$ cat config.mk
export PLATFORM = sky130hd
export DESIGN_NAME = vc_resource_regs
export DESIGN_NICKNAME = d
export VERILOG_FILES = /design/src/hw/vc_resource_pkg.sv /design/src/hw/reg_access_if.sv /design/src/hw/vc_resource_regs.sv /design/src/hw/apb_access_decode.sv /design/src/hw/arb_table_tracker.sv
export SDC_FILE = /design/constraint.sdc
export NUM_CORES = 1
export LEC_CHECK = 0
export BUFFER_PORTS_ARGS = -buffer_cell sky130_fd_sc_hd__buf_2
export CORE_MARGIN = 3
export CORE_UTILIZATION = 30
export CTS_CLUSTER_SIZE = 8
export DETAILED_ROUTE_END_ITERATION = 8
export PLACE_DENSITY = 0.65
export SYNTH_ARGS = -nofsm -noshare
export SYNTH_HDL_FRONTEND = slang
export SYNTH_SLANG_ARGS = --single-unit
$ cat constraint.sdc
create_clock -name clk -period 2.3 [get_ports clk]
set_input_delay 0.345 -clock clk [delete_from_list [all_inputs] [get_ports clk]]
set_output_delay 0.345 -clock clk [all_outputs]
set_load 0.1 [all_outputs]
$ cat src/hw/vc_resource_pkg.sv
// constants for the channel resource control and status registers
package vc_resource_pkg;

    // ************************************************************
    // bus geometry
    // ************************************************************
    localparam int ADDR_W = 12;
    localparam int DATA_W = 32;

    // ************************************************************
    // register offsets (byte addresses)
    // ************************************************************
    localparam logic [11:0] CONTROL_OFFSET = 12'h214;
    localparam logic [11:0] STATUS_OFFSET = 12'h218;

    // ************************************************************
    // control register fields
    // ************************************************************
    localparam int MAP_LSB = 0;
    localparam int MAP_W = 8;
    localparam int LOAD_BIT = 16;
    localparam int SCHEME_LSB = 17;
    localparam int SCHEME_W = 3;
    localparam int CHANNEL_ID_LSB = 24;
    localparam int CHANNEL_ID_W = 3;
    localparam int ENABLE_BIT = 31;

    // ************************************************************
    // status register fields
    // ************************************************************
    localparam int STALE_BIT = 0;
    localparam int NEGOTIATION_BIT = 1;

    // ************************************************************
    // reset and fixed values
    // ************************************************************
    localparam logic [7:0] MAP_RESET = 8'hff;
    localparam logic [7:0] MAP_RO_MASK = 8'h01;
    localparam logic [2:0] SCHEME_RESET = 3'h0;
    localparam logic [2:0] CHANNEL_ID_VALUE = 3'h0;
    localparam logic ENABLE_VALUE = 1'b1;
    localparam logic [7:0] CAP_UPSTREAM = 8'h03;
    localparam logic [7:0] CAP_DOWNSTREAM = 8'h01;
    localparam logic [2:0] SCHEME_FIXED_RR = 3'h0;
    localparam logic [31:0] READ_ZERO = 32'h0000_0000;

    // ************************************************************
    // arbitration table phase entries
    // ************************************************************
    localparam int PORT_ID_W = 4;
    localparam logic [15:0] VALID_PORT_MASK = 16'h003d;

endpackage : vc_resource_pkg

$ cat src/hw/reg_access_if.sv
// carrier between the bus decoder and the register bank
`timescale 1ns/100ps
`default_nettype none
interface reg_access_if;
    logic wrStrobe;
    logic rdSetup;
    logic mapped;
    logic [11:0] addr;
    logic [31:0] wdata;

    modport decoder (
        output wrStrobe,
        output rdSetup,
        output mapped,
        output addr,
        output wdata
    );
    modport regs (
        input wrStrobe,
        input rdSetup,
        input mapped,
        input addr,
        input wdata
    );
endinterface : reg_access_if
`default_nettype wire

$ cat src/hw/vc_resource_regs.sv
// channel resource control and status register bank on apb
// Summary of operation
// - class map, bit0 fixed, resets ones
// - writing one requests table load
// - load bit always reads zero
// - load only acts on upstream port
// - load only for table based scheme
// - three bit scheme select, reset zero
// - channel identifier reads zero, read only
// - channel enable reads one, read only
// - table write sets stale flag
// - stale clears after requested load completes
// - stale reads zero on downstream ports
// - negotiation pending mirrors flow control init
// - capability 0x3 upstream, 0x1 downstream
// - invalid phase port skipped without delay
//
// The APB interface to the registers is this design's own decision.
`timescale 1ns/100ps
`default_nettype none
module vc_resource_regs #(
    parameter logic [15:0] VALID_PORTS = vc_resource_pkg::VALID_PORT_MASK
) (
    input wire logic clk,
    input wire logic rst_n,
    input wire logic psel,
    input wire logic penable,
    input wire logic pwrite,
    input wire logic [11:0] paddr,
    input wire logic [31:0] pwdata,
    output logic [31:0] prdata,
    output logic pready,
    output logic pslverr,
    input wire logic isUpstream,
    input wire logic [3:0] selfPortId,
    input wire logic tableWrite,
    input wire logic loadDone,
    input wire logic fcInitPending,
    input wire logic [3:0] phasePortId,
    output logic phaseSkip,
    output logic loadReq,
    output logic [7:0] classMap,
    output logic [2:0] arbSchemeSelect,
    output logic [7:0] arbCapability
);
    reg_access_if acc ();

    logic [7:0] classMap_q;
    logic [7:0] classMap_d;
    logic [2:0] scheme_q;
    logic [2:0] scheme_d;
    logic [31:0] prdata_q;
    logic [31:0] prdata_d;
    logic negotiation_q;
    logic negotiation_d;
    logic [7:0] capability;
    logic ctrlWrite;
    logic loadWrite;
    logic loadAllowed;
    logic stale;
    logic [31:0] ctrlView;
    logic [31:0] statusView;

    // ************************************************************
    // bus decode
    // ************************************************************
    apb_access_decode u_apb_access_decode (
        .psel(psel),
        .penable(penable),
        .pwrite(pwrite),
        .paddr(paddr),
        .pwdata(pwdata),
        .acc(acc)
    );

    // no wait states; unmapped addresses answer with an error
    always_comb begin
        pready = 1'b1;
        pslverr = psel & penable & ~acc.mapped;
    end

    // ************************************************************
    // capability and scheme qualification
    // ************************************************************
    always_comb begin
        capability = isUpstream ? vc_resource_pkg::CAP_UPSTREAM
                                : vc_resource_pkg::CAP_DOWNSTREAM;
        // the scheme written alongside the load bit decides, not the old one
        // fixed round robin uses no table, so only a set higher bit qualifies
        loadAllowed = capability[scheme_d] &
                      (scheme_d != vc_resource_pkg::SCHEME_FIXED_RR);
    end

    // ************************************************************
    // control register writes
    // ************************************************************
    always_comb begin
        ctrlWrite = acc.wrStrobe & (acc.addr == vc_resource_pkg::CONTROL_OFFSET);
        loadWrite = ctrlWrite & acc.wdata[vc_resource_pkg::LOAD_BIT];
        classMap_d = classMap_q;
        scheme_d = scheme_q;
        if (ctrlWrite) begin
            classMap_d = (acc.wdata[vc_resource_pkg::MAP_LSB +: vc_resource_pkg::MAP_W] &
                          ~vc_resource_pkg::MAP_RO_MASK) |
                         vc_resource_pkg::MAP_RO_MASK;
            // software is trusted to pick a supported scheme
            scheme_d = acc.wdata[vc_resource_pkg::SCHEME_LSB +: vc_resource_pkg::SCHEME_W];
        end
    end

    // ************************************************************
    // table coherency tracking
    // ************************************************************
    arb_table_tracker u_arb_table_tracker (
        .clk(clk),
        .rst_n(rst_n),
        .isUpstream(isUpstream),
        .loadWrite(loadWrite),
        .loadAllowed(loadAllowed),
        .tableWrite(tableWrite),
        .loadDone(loadDone),
        .loadReq(loadReq),
        .stale(stale)
    );

    // ************************************************************
    // read views
    // ************************************************************
    always_comb begin
        ctrlView = vc_resource_pkg::READ_ZERO;
        ctrlView[vc_resource_pkg::MAP_LSB +: vc_resource_pkg::MAP_W] = classMap_q;
        ctrlView[vc_resource_pkg::LOAD_BIT] = 1'b0;
        ctrlView[vc_resource_pkg::SCHEME_LSB +: vc_resource_pkg::SCHEME_W] = scheme_q;
        ctrlView[vc_resource_pkg::CHANNEL_ID_LSB +: vc_resource_pkg::CHANNEL_ID_W] =
            vc_resource_pkg::CHANNEL_ID_VALUE;
        ctrlView[vc_resource_pkg::ENABLE_BIT] = vc_resource_pkg::ENABLE_VALUE;
        statusView = vc_resource_pkg::READ_ZERO;
        statusView[vc_resource_pkg::STALE_BIT] = stale;
        statusView[vc_resource_pkg::NEGOTIATION_BIT] = negotiation_q;
    end

    // read data is captured in the setup phase and held through access
    always_comb begin
        prdata_d = prdata_q;
        negotiation_d = fcInitPending;
        if (acc.rdSetup) begin
            if (acc.addr == vc_resource_pkg::CONTROL_OFFSET) begin
                prdata_d = ctrlView;
            end else if (acc.addr == vc_resource_pkg::STATUS_OFFSET) begin
                prdata_d = statusView;
            end else begin
                prdata_d = vc_resource_pkg::READ_ZERO;
            end
        end
    end

    // ************************************************************
    // registers
    // ************************************************************
    always_ff @(posedge clk) begin
        if (!rst_n) begin
            classMap_q <= vc_resource_pkg::MAP_RESET;
            scheme_q <= vc_resource_pkg::SCHEME_RESET;
            prdata_q <= vc_resource_pkg::READ_ZERO;
            negotiation_q <= 1'b0;
        end else begin
            classMap_q <= classMap_d;
            scheme_q <= scheme_d;
            prdata_q <= prdata_d;
            negotiation_q <= negotiation_d;
        end
    end

    // ************************************************************
    // phase entry screening
    // ************************************************************
    // combinational so the arbiter can step past the entry in the same cycle
    always_comb begin
        phaseSkip = ~VALID_PORTS[phasePortId] | (phasePortId == selfPortId);
    end

    // ************************************************************
    // outputs
    // ************************************************************
    assign prdata = prdata_q;
    assign classMap = classMap_q;
    assign arbSchemeSelect = scheme_q;
    assign arbCapability = capability;
endmodule : vc_resource_regs
`default_nettype wire

$ cat src/hw/apb_access_decode.sv
// apb phase decode into register strobes
`timescale 1ns/100ps
`default_nettype none
module apb_access_decode (
    input wire logic psel,
    input wire logic penable,
    input wire logic pwrite,
    input wire logic [11:0] paddr,
    input wire logic [31:0] pwdata,
    reg_access_if.decoder acc
);
    // ************************************************************
    // strobes
    // ************************************************************
    // zero wait states, so the access phase always completes
    always_comb begin
        acc.wrStrobe = psel & penable & pwrite;
        acc.rdSetup = psel & ~penable & ~pwrite;
        acc.addr = paddr;
        acc.wdata = pwdata;
        acc.mapped = (paddr == vc_resource_pkg::CONTROL_OFFSET) |
                     (paddr == vc_resource_pkg::STATUS_OFFSET);
    end
endmodule : apb_access_decode
`default_nettype wire

$ cat src/hw/arb_table_tracker.sv
// table coherency flag and load request pulse
`timescale 1ns/100ps
`default_nettype none
module arb_table_tracker (
    input wire logic clk,
    input wire logic rst_n,
    input wire logic isUpstream,
    input wire logic loadWrite,
    input wire logic loadAllowed,
    input wire logic tableWrite,
    input wire logic loadDone,
    output logic loadReq,
    output logic stale
);
    logic stale_q;
    logic stale_d;
    logic pending_q;
    logic pending_d;
    logic loadReq_q;
    logic loadReq_d;
    logic issue;

    // ************************************************************
    // next state
    // ************************************************************
    always_comb begin
        issue = loadWrite & loadAllowed & isUpstream;
        loadReq_d = issue;
        pending_d = pending_q;
        if (issue) begin
            pending_d = 1'b1;
        end else if (loadDone) begin
            pending_d = 1'b0;
        end
        stale_d = stale_q;
        if (loadDone & pending_q) begin
            stale_d = 1'b0;
        end
        // a table write in the same cycle as completion wins
        if (tableWrite) begin
            stale_d = 1'b1;
        end
        if (!isUpstream) begin
            stale_d = 1'b0;
            pending_d = 1'b0;
        end
    end

    // ************************************************************
    // registers
    // ************************************************************
    always_ff @(posedge clk) begin
        if (!rst_n) begin
            stale_q <= 1'b0;
            pending_q <= 1'b0;
            loadReq_q <= 1'b0;
        end else begin
            stale_q <= stale_d;
            pending_q <= pending_d;
            loadReq_q <= loadReq_d;
        end
    end

    assign loadReq = loadReq_q;
    assign stale = stale_q & isUpstream;
endmodule : arb_table_tracker
`default_nettype wire

**Yosys cells after proc, flatten, opt, wreduce, memory -nomap -nowiden**

Memory sizes are Yosys's and may differ from the RTL's.
Cells that the tools add are included.

- Multiplexer cells: 11
- Reductions and logical operators: 4
- Bitwise logic cells: 18
- $lt $le $gt $ge: 2
- Equal/unequal tests: 3

Operators by type and width:

| operator | number |
|---|---|
| 32-bit two-way mux | 1 |
| 12-bit by 10-bit == test with 1-bit output (second input constant) | 2 |
| 1-bit bitwise AND | 12 |
| 1-bit two-way mux | 6 |
| 4-bit by 5-bit < comparator with 1-bit output (second input constant) | 1 |
| 4-bit == test | 1 |
| 3-bit by 4-bit < comparator with 1-bit output (second input constant) | 1 |
| 2-bit two-way mux | 2 |
| 1-bit NOT | 4 |
| 2-bit nonzero test | 2 |
| 1-bit binary-select mux with 3-bit select | 1 |
| 3-bit two-way mux | 1 |
| 3-bit nonzero test | 1 |
| 1-bit OR | 2 |
| 2-bit AND reduction | 1 |

- Memory bits (read-only): 16
- Output and inout port bits: 55
- Flip-flop bits (word level): 46
- Memories kept: 1

Memories:

| name | words | width | rd ports | clocked after Yosys merged registers in | wr ports | RTL line | text |
|---|---|---|---|---|---|---|---|
| (name not given) | 16 | 1 | 1 | 0 | 0 | vc_resource_regs.sv:179 | `phaseSkip = ~VALID_PORTS[phasePortId] \| (phasePortId == selfPortId);` |

**Depth between registers and ports, before layout**

- Word-level depth: 10
- Mapped depth: 6

**Hierarchy**

From an unflattened synthesis, not the netlist that was laid out.

- Cell total of the unflattened synthesis: 194
- Area, all modules: 1776.7 µm²

By module, submodules not included:

| module | times used | cells an instance | area each (µm²) |
|---|---|---|---|
| vc_resource_regs | 1 | 131 | 1275.0 |
| apb_access_decode | 1 | 51 | 395.4 |
| arb_table_tracker | 1 | 12 | 106.4 |

**Least setup slack after synthesis**

No wires, ideal clock.

- Path kind: input port to output port
- From: input port selfPortId[3]
- To: output port phaseSkip
- Stages: 4
- Path buffers: 0
- Required time: 1.955 ns
- Data arrival time: 2.144 ns
- Path slack: -0.189 ns
- Path through: nand4bb_1 > a21boi_0 > nor4_1 > o21bai_1

- Cells in the longest elaborated chain, start to end: 2

RTL lines:

| what | RTL line | text |
|---|---|---|
| start, declared | vc_resource_regs.sv:35 | `input wire logic [3:0] selfPortId,` |
| 4-bit == test | vc_resource_regs.sv:179 |  |
| 1-bit OR | vc_resource_regs.sv:179 |  |
| end, declared | vc_resource_regs.sv:40 | `output logic phaseSkip,` |

Every way passes these cells.

**Final worst setup path**

- From: input port paddr[7]
- To: output port pslverr

- Cells in the longest elaborated chain, start to end: 4
- Elaborated cells on any way between the ends: 5
- Those cells by class: 2 x eq/ne; 3 x bitwise

RTL lines:

| what | RTL line | text |
|---|---|---|
| start, declared | vc_resource_regs.sv:29 | `input wire logic [11:0] paddr,` |
| 12-bit by 10-bit == test with 1-bit output, on equally long branches | apb_access_decode.sv:21, apb_access_decode.sv:22 |  |
| 1-bit OR (*) | apb_access_decode.sv:21 | `acc.mapped = (paddr == vc_resource_pkg::CONTROL_OFFSET) \|` |
| 1-bit NOT (*) | vc_resource_regs.sv:79 | `pslverr = psel & penable & ~acc.mapped;` |
| 1-bit bitwise AND (*) | vc_resource_regs.sv:79 |  |
| end, declared | vc_resource_regs.sv:33 | `output logic pslverr,` |

Every way passes the cells marked *; elsewhere a longest branch is shown, timed or not.

==> impl_results.md <==
* Run status: complete, no violations
* Top FF cell, synth: dfxtp_1
* Post-route insts no fill at 264
* Synth area leaders: dfxtp_1 38%, buf_4 16%, mux2i_1 7.3%
* CTS root buffer: clkbuf_8
* CP Data Arrival Time at 1.75 ns
* Clk_lat worst skew at 0.26 ns
* Final WL at 3024 um
* Core footprint at 4384 sq um
* Startpoint types: input pin
* Number of synthesized flops with an enable pin at 0
* Largest delay share family, worst path: simple AND/OR/NAND/NOR gates
* H-tree Lvls at 1
* Vias in the first global route at 1064
* Final setup fails at 0
* Antenna Violating Nets Remaining at 0
* Cells after Synth at 150
* Total leakage power at 0.7618 nW
* Final period util at 91.27%
* FILL cells at 447
* CTS max path bufs at 2
* Die H at 73.80 um
* Num rows at 24
* FF+latch area at 520.5 sq um
* Placed cell count at 260
* Slowest stage delay, CP at 0.56 ns
* Final Max Slew Viols at 0
* Synth unique cells at 34
* Register-to-register setup slack at 1.45 ns
* Largest net degree at the start of global routing at 27
* Number of max-cap violations at 0
* CP max-delay cell: or4b_4
* Period minus WS final at 2.099 ns
* Initial antenna violation count at 0
* Fin util at 38.67%
* Critical Path Start: paddr[7]
* Reg2reg path depth at 4
* Async S/R FF share, synth at 0%
* Dominant cell type by area after synthesis: dfxtp_1
* Crit path capture type: output pin
* FF+latch count, synth at 26
* Ys Warns at 0
* Initial DRC Count at 33
* DRC viols at 0
* Worst Path Buf+Inv at 3
* Most used standard cell by instance count after synthesis: buf_4
* Post-synth top cells: 30 x buf_4, 26 x dfxtp_1, 14 x nor2b_1, 13 x nand2_1
* GRT Overall Usage at 10.64%
* RSZ-0062 raised after global routing: no
* CP max FO at 3
* Cells along the critical path: buf_2 -> or4b_4 -> nor4_1 -> buf_4 -> a21oi_2 -> buf_2
* Final HPWL DP at 2404 um
* Worst vdd ir at 369.7 uV
* Mapped cell area at 1379 sq um
* GPL Wtd Cong at 0.6095
* Worst setup path endpoint: pslverr
* Fin nets at 274
* Global-route wire length before repair at 4547 um
* Multi-input gate area at 699.4 sq um
* Die span in x at 73.80 um
* PwrDens at 620.2 nW/um^2
* Area Overhead vs Synth at 22.96%
* CTS clk-pin slew, worst paths at 0.09 ns
* Ports at 116
* WL/cell at 11.45 um
* Worst reg2reg endpoint: prdata[0]$_SDFFE_PN0P_
* CTS resizes at 0
* IO buf count at 65
* Layout cell share with drive strength beyond 1 at 37.26%
* Data required time of the worst path at 1.96 ns
* Total number of vias at 1156
* Setup Skew at 0.002532 ns
* Hold buffer count at cts at 0
* Crit Path Class: in2out
* WHS at 0.2860 ns
* F_max at 476.4 MHz
* Die area at 5446 sq um
* Hold crit path type: in2reg
* Drt pass-1 iters at 4
* Final hold violation count at 0
* Stages on the worst setup path at 6
* Initial Util at 31.45%
* Setup bufs post-CTS at 0
* Vias per cell at 4.379
* Grt total ovfl at 0
* CTS tree: yes
* CTS Buf Count at 3
* RR Startpoint: u_arb_table_tracker.stale_q$_SDFFE_PN0P_
* Yosys top cell area share at 37.75%
* Post-synthesis sequential area ratio at 37.75%
* Clock sink count at 26
* Final TNS setup at 0 ns
* # diodes at 0
* Critical path's most frequent cell: buf_2
* Post-Syn Area per Cell at 9.192 sq um
-- final cells by class --
cell class              instances  area share, %
inverters                       2         0.4428
clock buffers                   4          3.247
well taps                      52          3.838
repair buffers                 68          20.52
flip-flops and latches         26          30.70
multi-input cells             112          41.25
-- layout by cell type, fill, tap and decap left out, drive strengths merged --
cell	synthesis	layout
nand2	13	13
or4bb	1	1
conb	2	29
a32oi	1	1
a221oi	1	1
nor2b	14	14
buf	32	68
xor2	1	1
nand2b	3	3
or4b	1	1
o31ai	1	1
nor4bb	1	1
nand4bb	1	1
mux2i	10	10
clkbuf	5	4
dfxtp	26	26
o21bai	1	1
nand4b	2	2
inv	2	2
nor4	5	5
or4	1	1
or3b	1	1
nor3	2	2
and2	1	1
o21ai	1	1
a21boi	1	1
a21oi	5	5
nor2	3	3
a22oi	10	10
nand3	2	2
-- stage by stage --
stage	setup WS (ns)	area [sq um]	power, W
6_report	0.2009	1695	0.001052
5_1_grt	0.07869	1695	0.001094
4_1_cts	0.1873	1695	0.001063
3_5_place_dp	0.1886	1640	0.0007725
3_3_place_gp	0.1831	1640	0.0007708
2_1_floorplan	0.2148	1488	0.0007642
-- flip-flops by register name, summed over array words and instances, names as in the netlist --
register                       count
u_arb_table_tracker.stale_q        1
prdata                            12
u_arb_table_tracker.pending_q      1
classMap                           7
arbSchemeSelect                    3
negotiation_q                      1
u_arb_table_tracker.loadReq        1
-- how the worst min path moves through the flow --
stage | startpoint | endpoint | depth (start not counted)
global route | fcInitPending | negotiation_q$_SDFF_PN0_ | 2
CTS | pwdata[6] | classMap[6]$_SDFFE_PN1N_ | 3
floorplan | u_arb_table_tracker.pending_q$_SDFFE_PN0P_ | u_arb_table_tracker.pending_q$_SDFFE_PN0P_ | 2
detailed placement | u_arb_table_tracker.pending_q$_SDFFE_PN0P_ | u_arb_table_tracker.pending_q$_SDFFE_PN0P_ | 2
global placement | u_arb_table_tracker.pending_q$_SDFFE_PN0P_ | u_arb_table_tracker.pending_q$_SDFFE_PN0P_ | 2
finish | pwdata[6] | classMap[6]$_SDFFE_PN1N_ | 3
-- where the power goes --
part / switching (W) / total (W) / internal, W
Clock: 0.000137 / 0.000289 / 0.000153
Combinational: 0.000267 / 0.000310 / 0.0000425
Sequential: 0.000000722 / 0.000452 / 0.000451
Total: 0.000405 / 0.00105 / 0.000647
-- kinds of logic (layout without fill, tap and decap cells) --
kind of cell           count (synthesis)  in the layout  synth area share (%)
AO/OA/AOI/OAI                         21             21                 10.53
XOR/XNOR                               1              1                0.6353
flip-flops                            26             26                 37.75
other                                  2             29                0.5447
AND/OR/NAND/NOR                       51             51                 23.87
multiplexers                          10             10                 7.260
buffers and inverters                 39             74                 19.42
-- worst register-to-register path: cells and delay by family, from the launching register on --
family,cells,cell delay [ns]
AND/OR/NAND/NOR,2,0.21
AO/OA/AOI/OAI,2,0.24
flip-flops,1,0.34
-- metal layers --
layer,wire (um),track usage (%),vias up
li1,-,-,580
met1,1286,12.99,515
met2,1433,18.60,59
met3,296,2.326,2
met4,8,3.018,0
met5,0,0,-
Power figures use the tool's default switching activity.
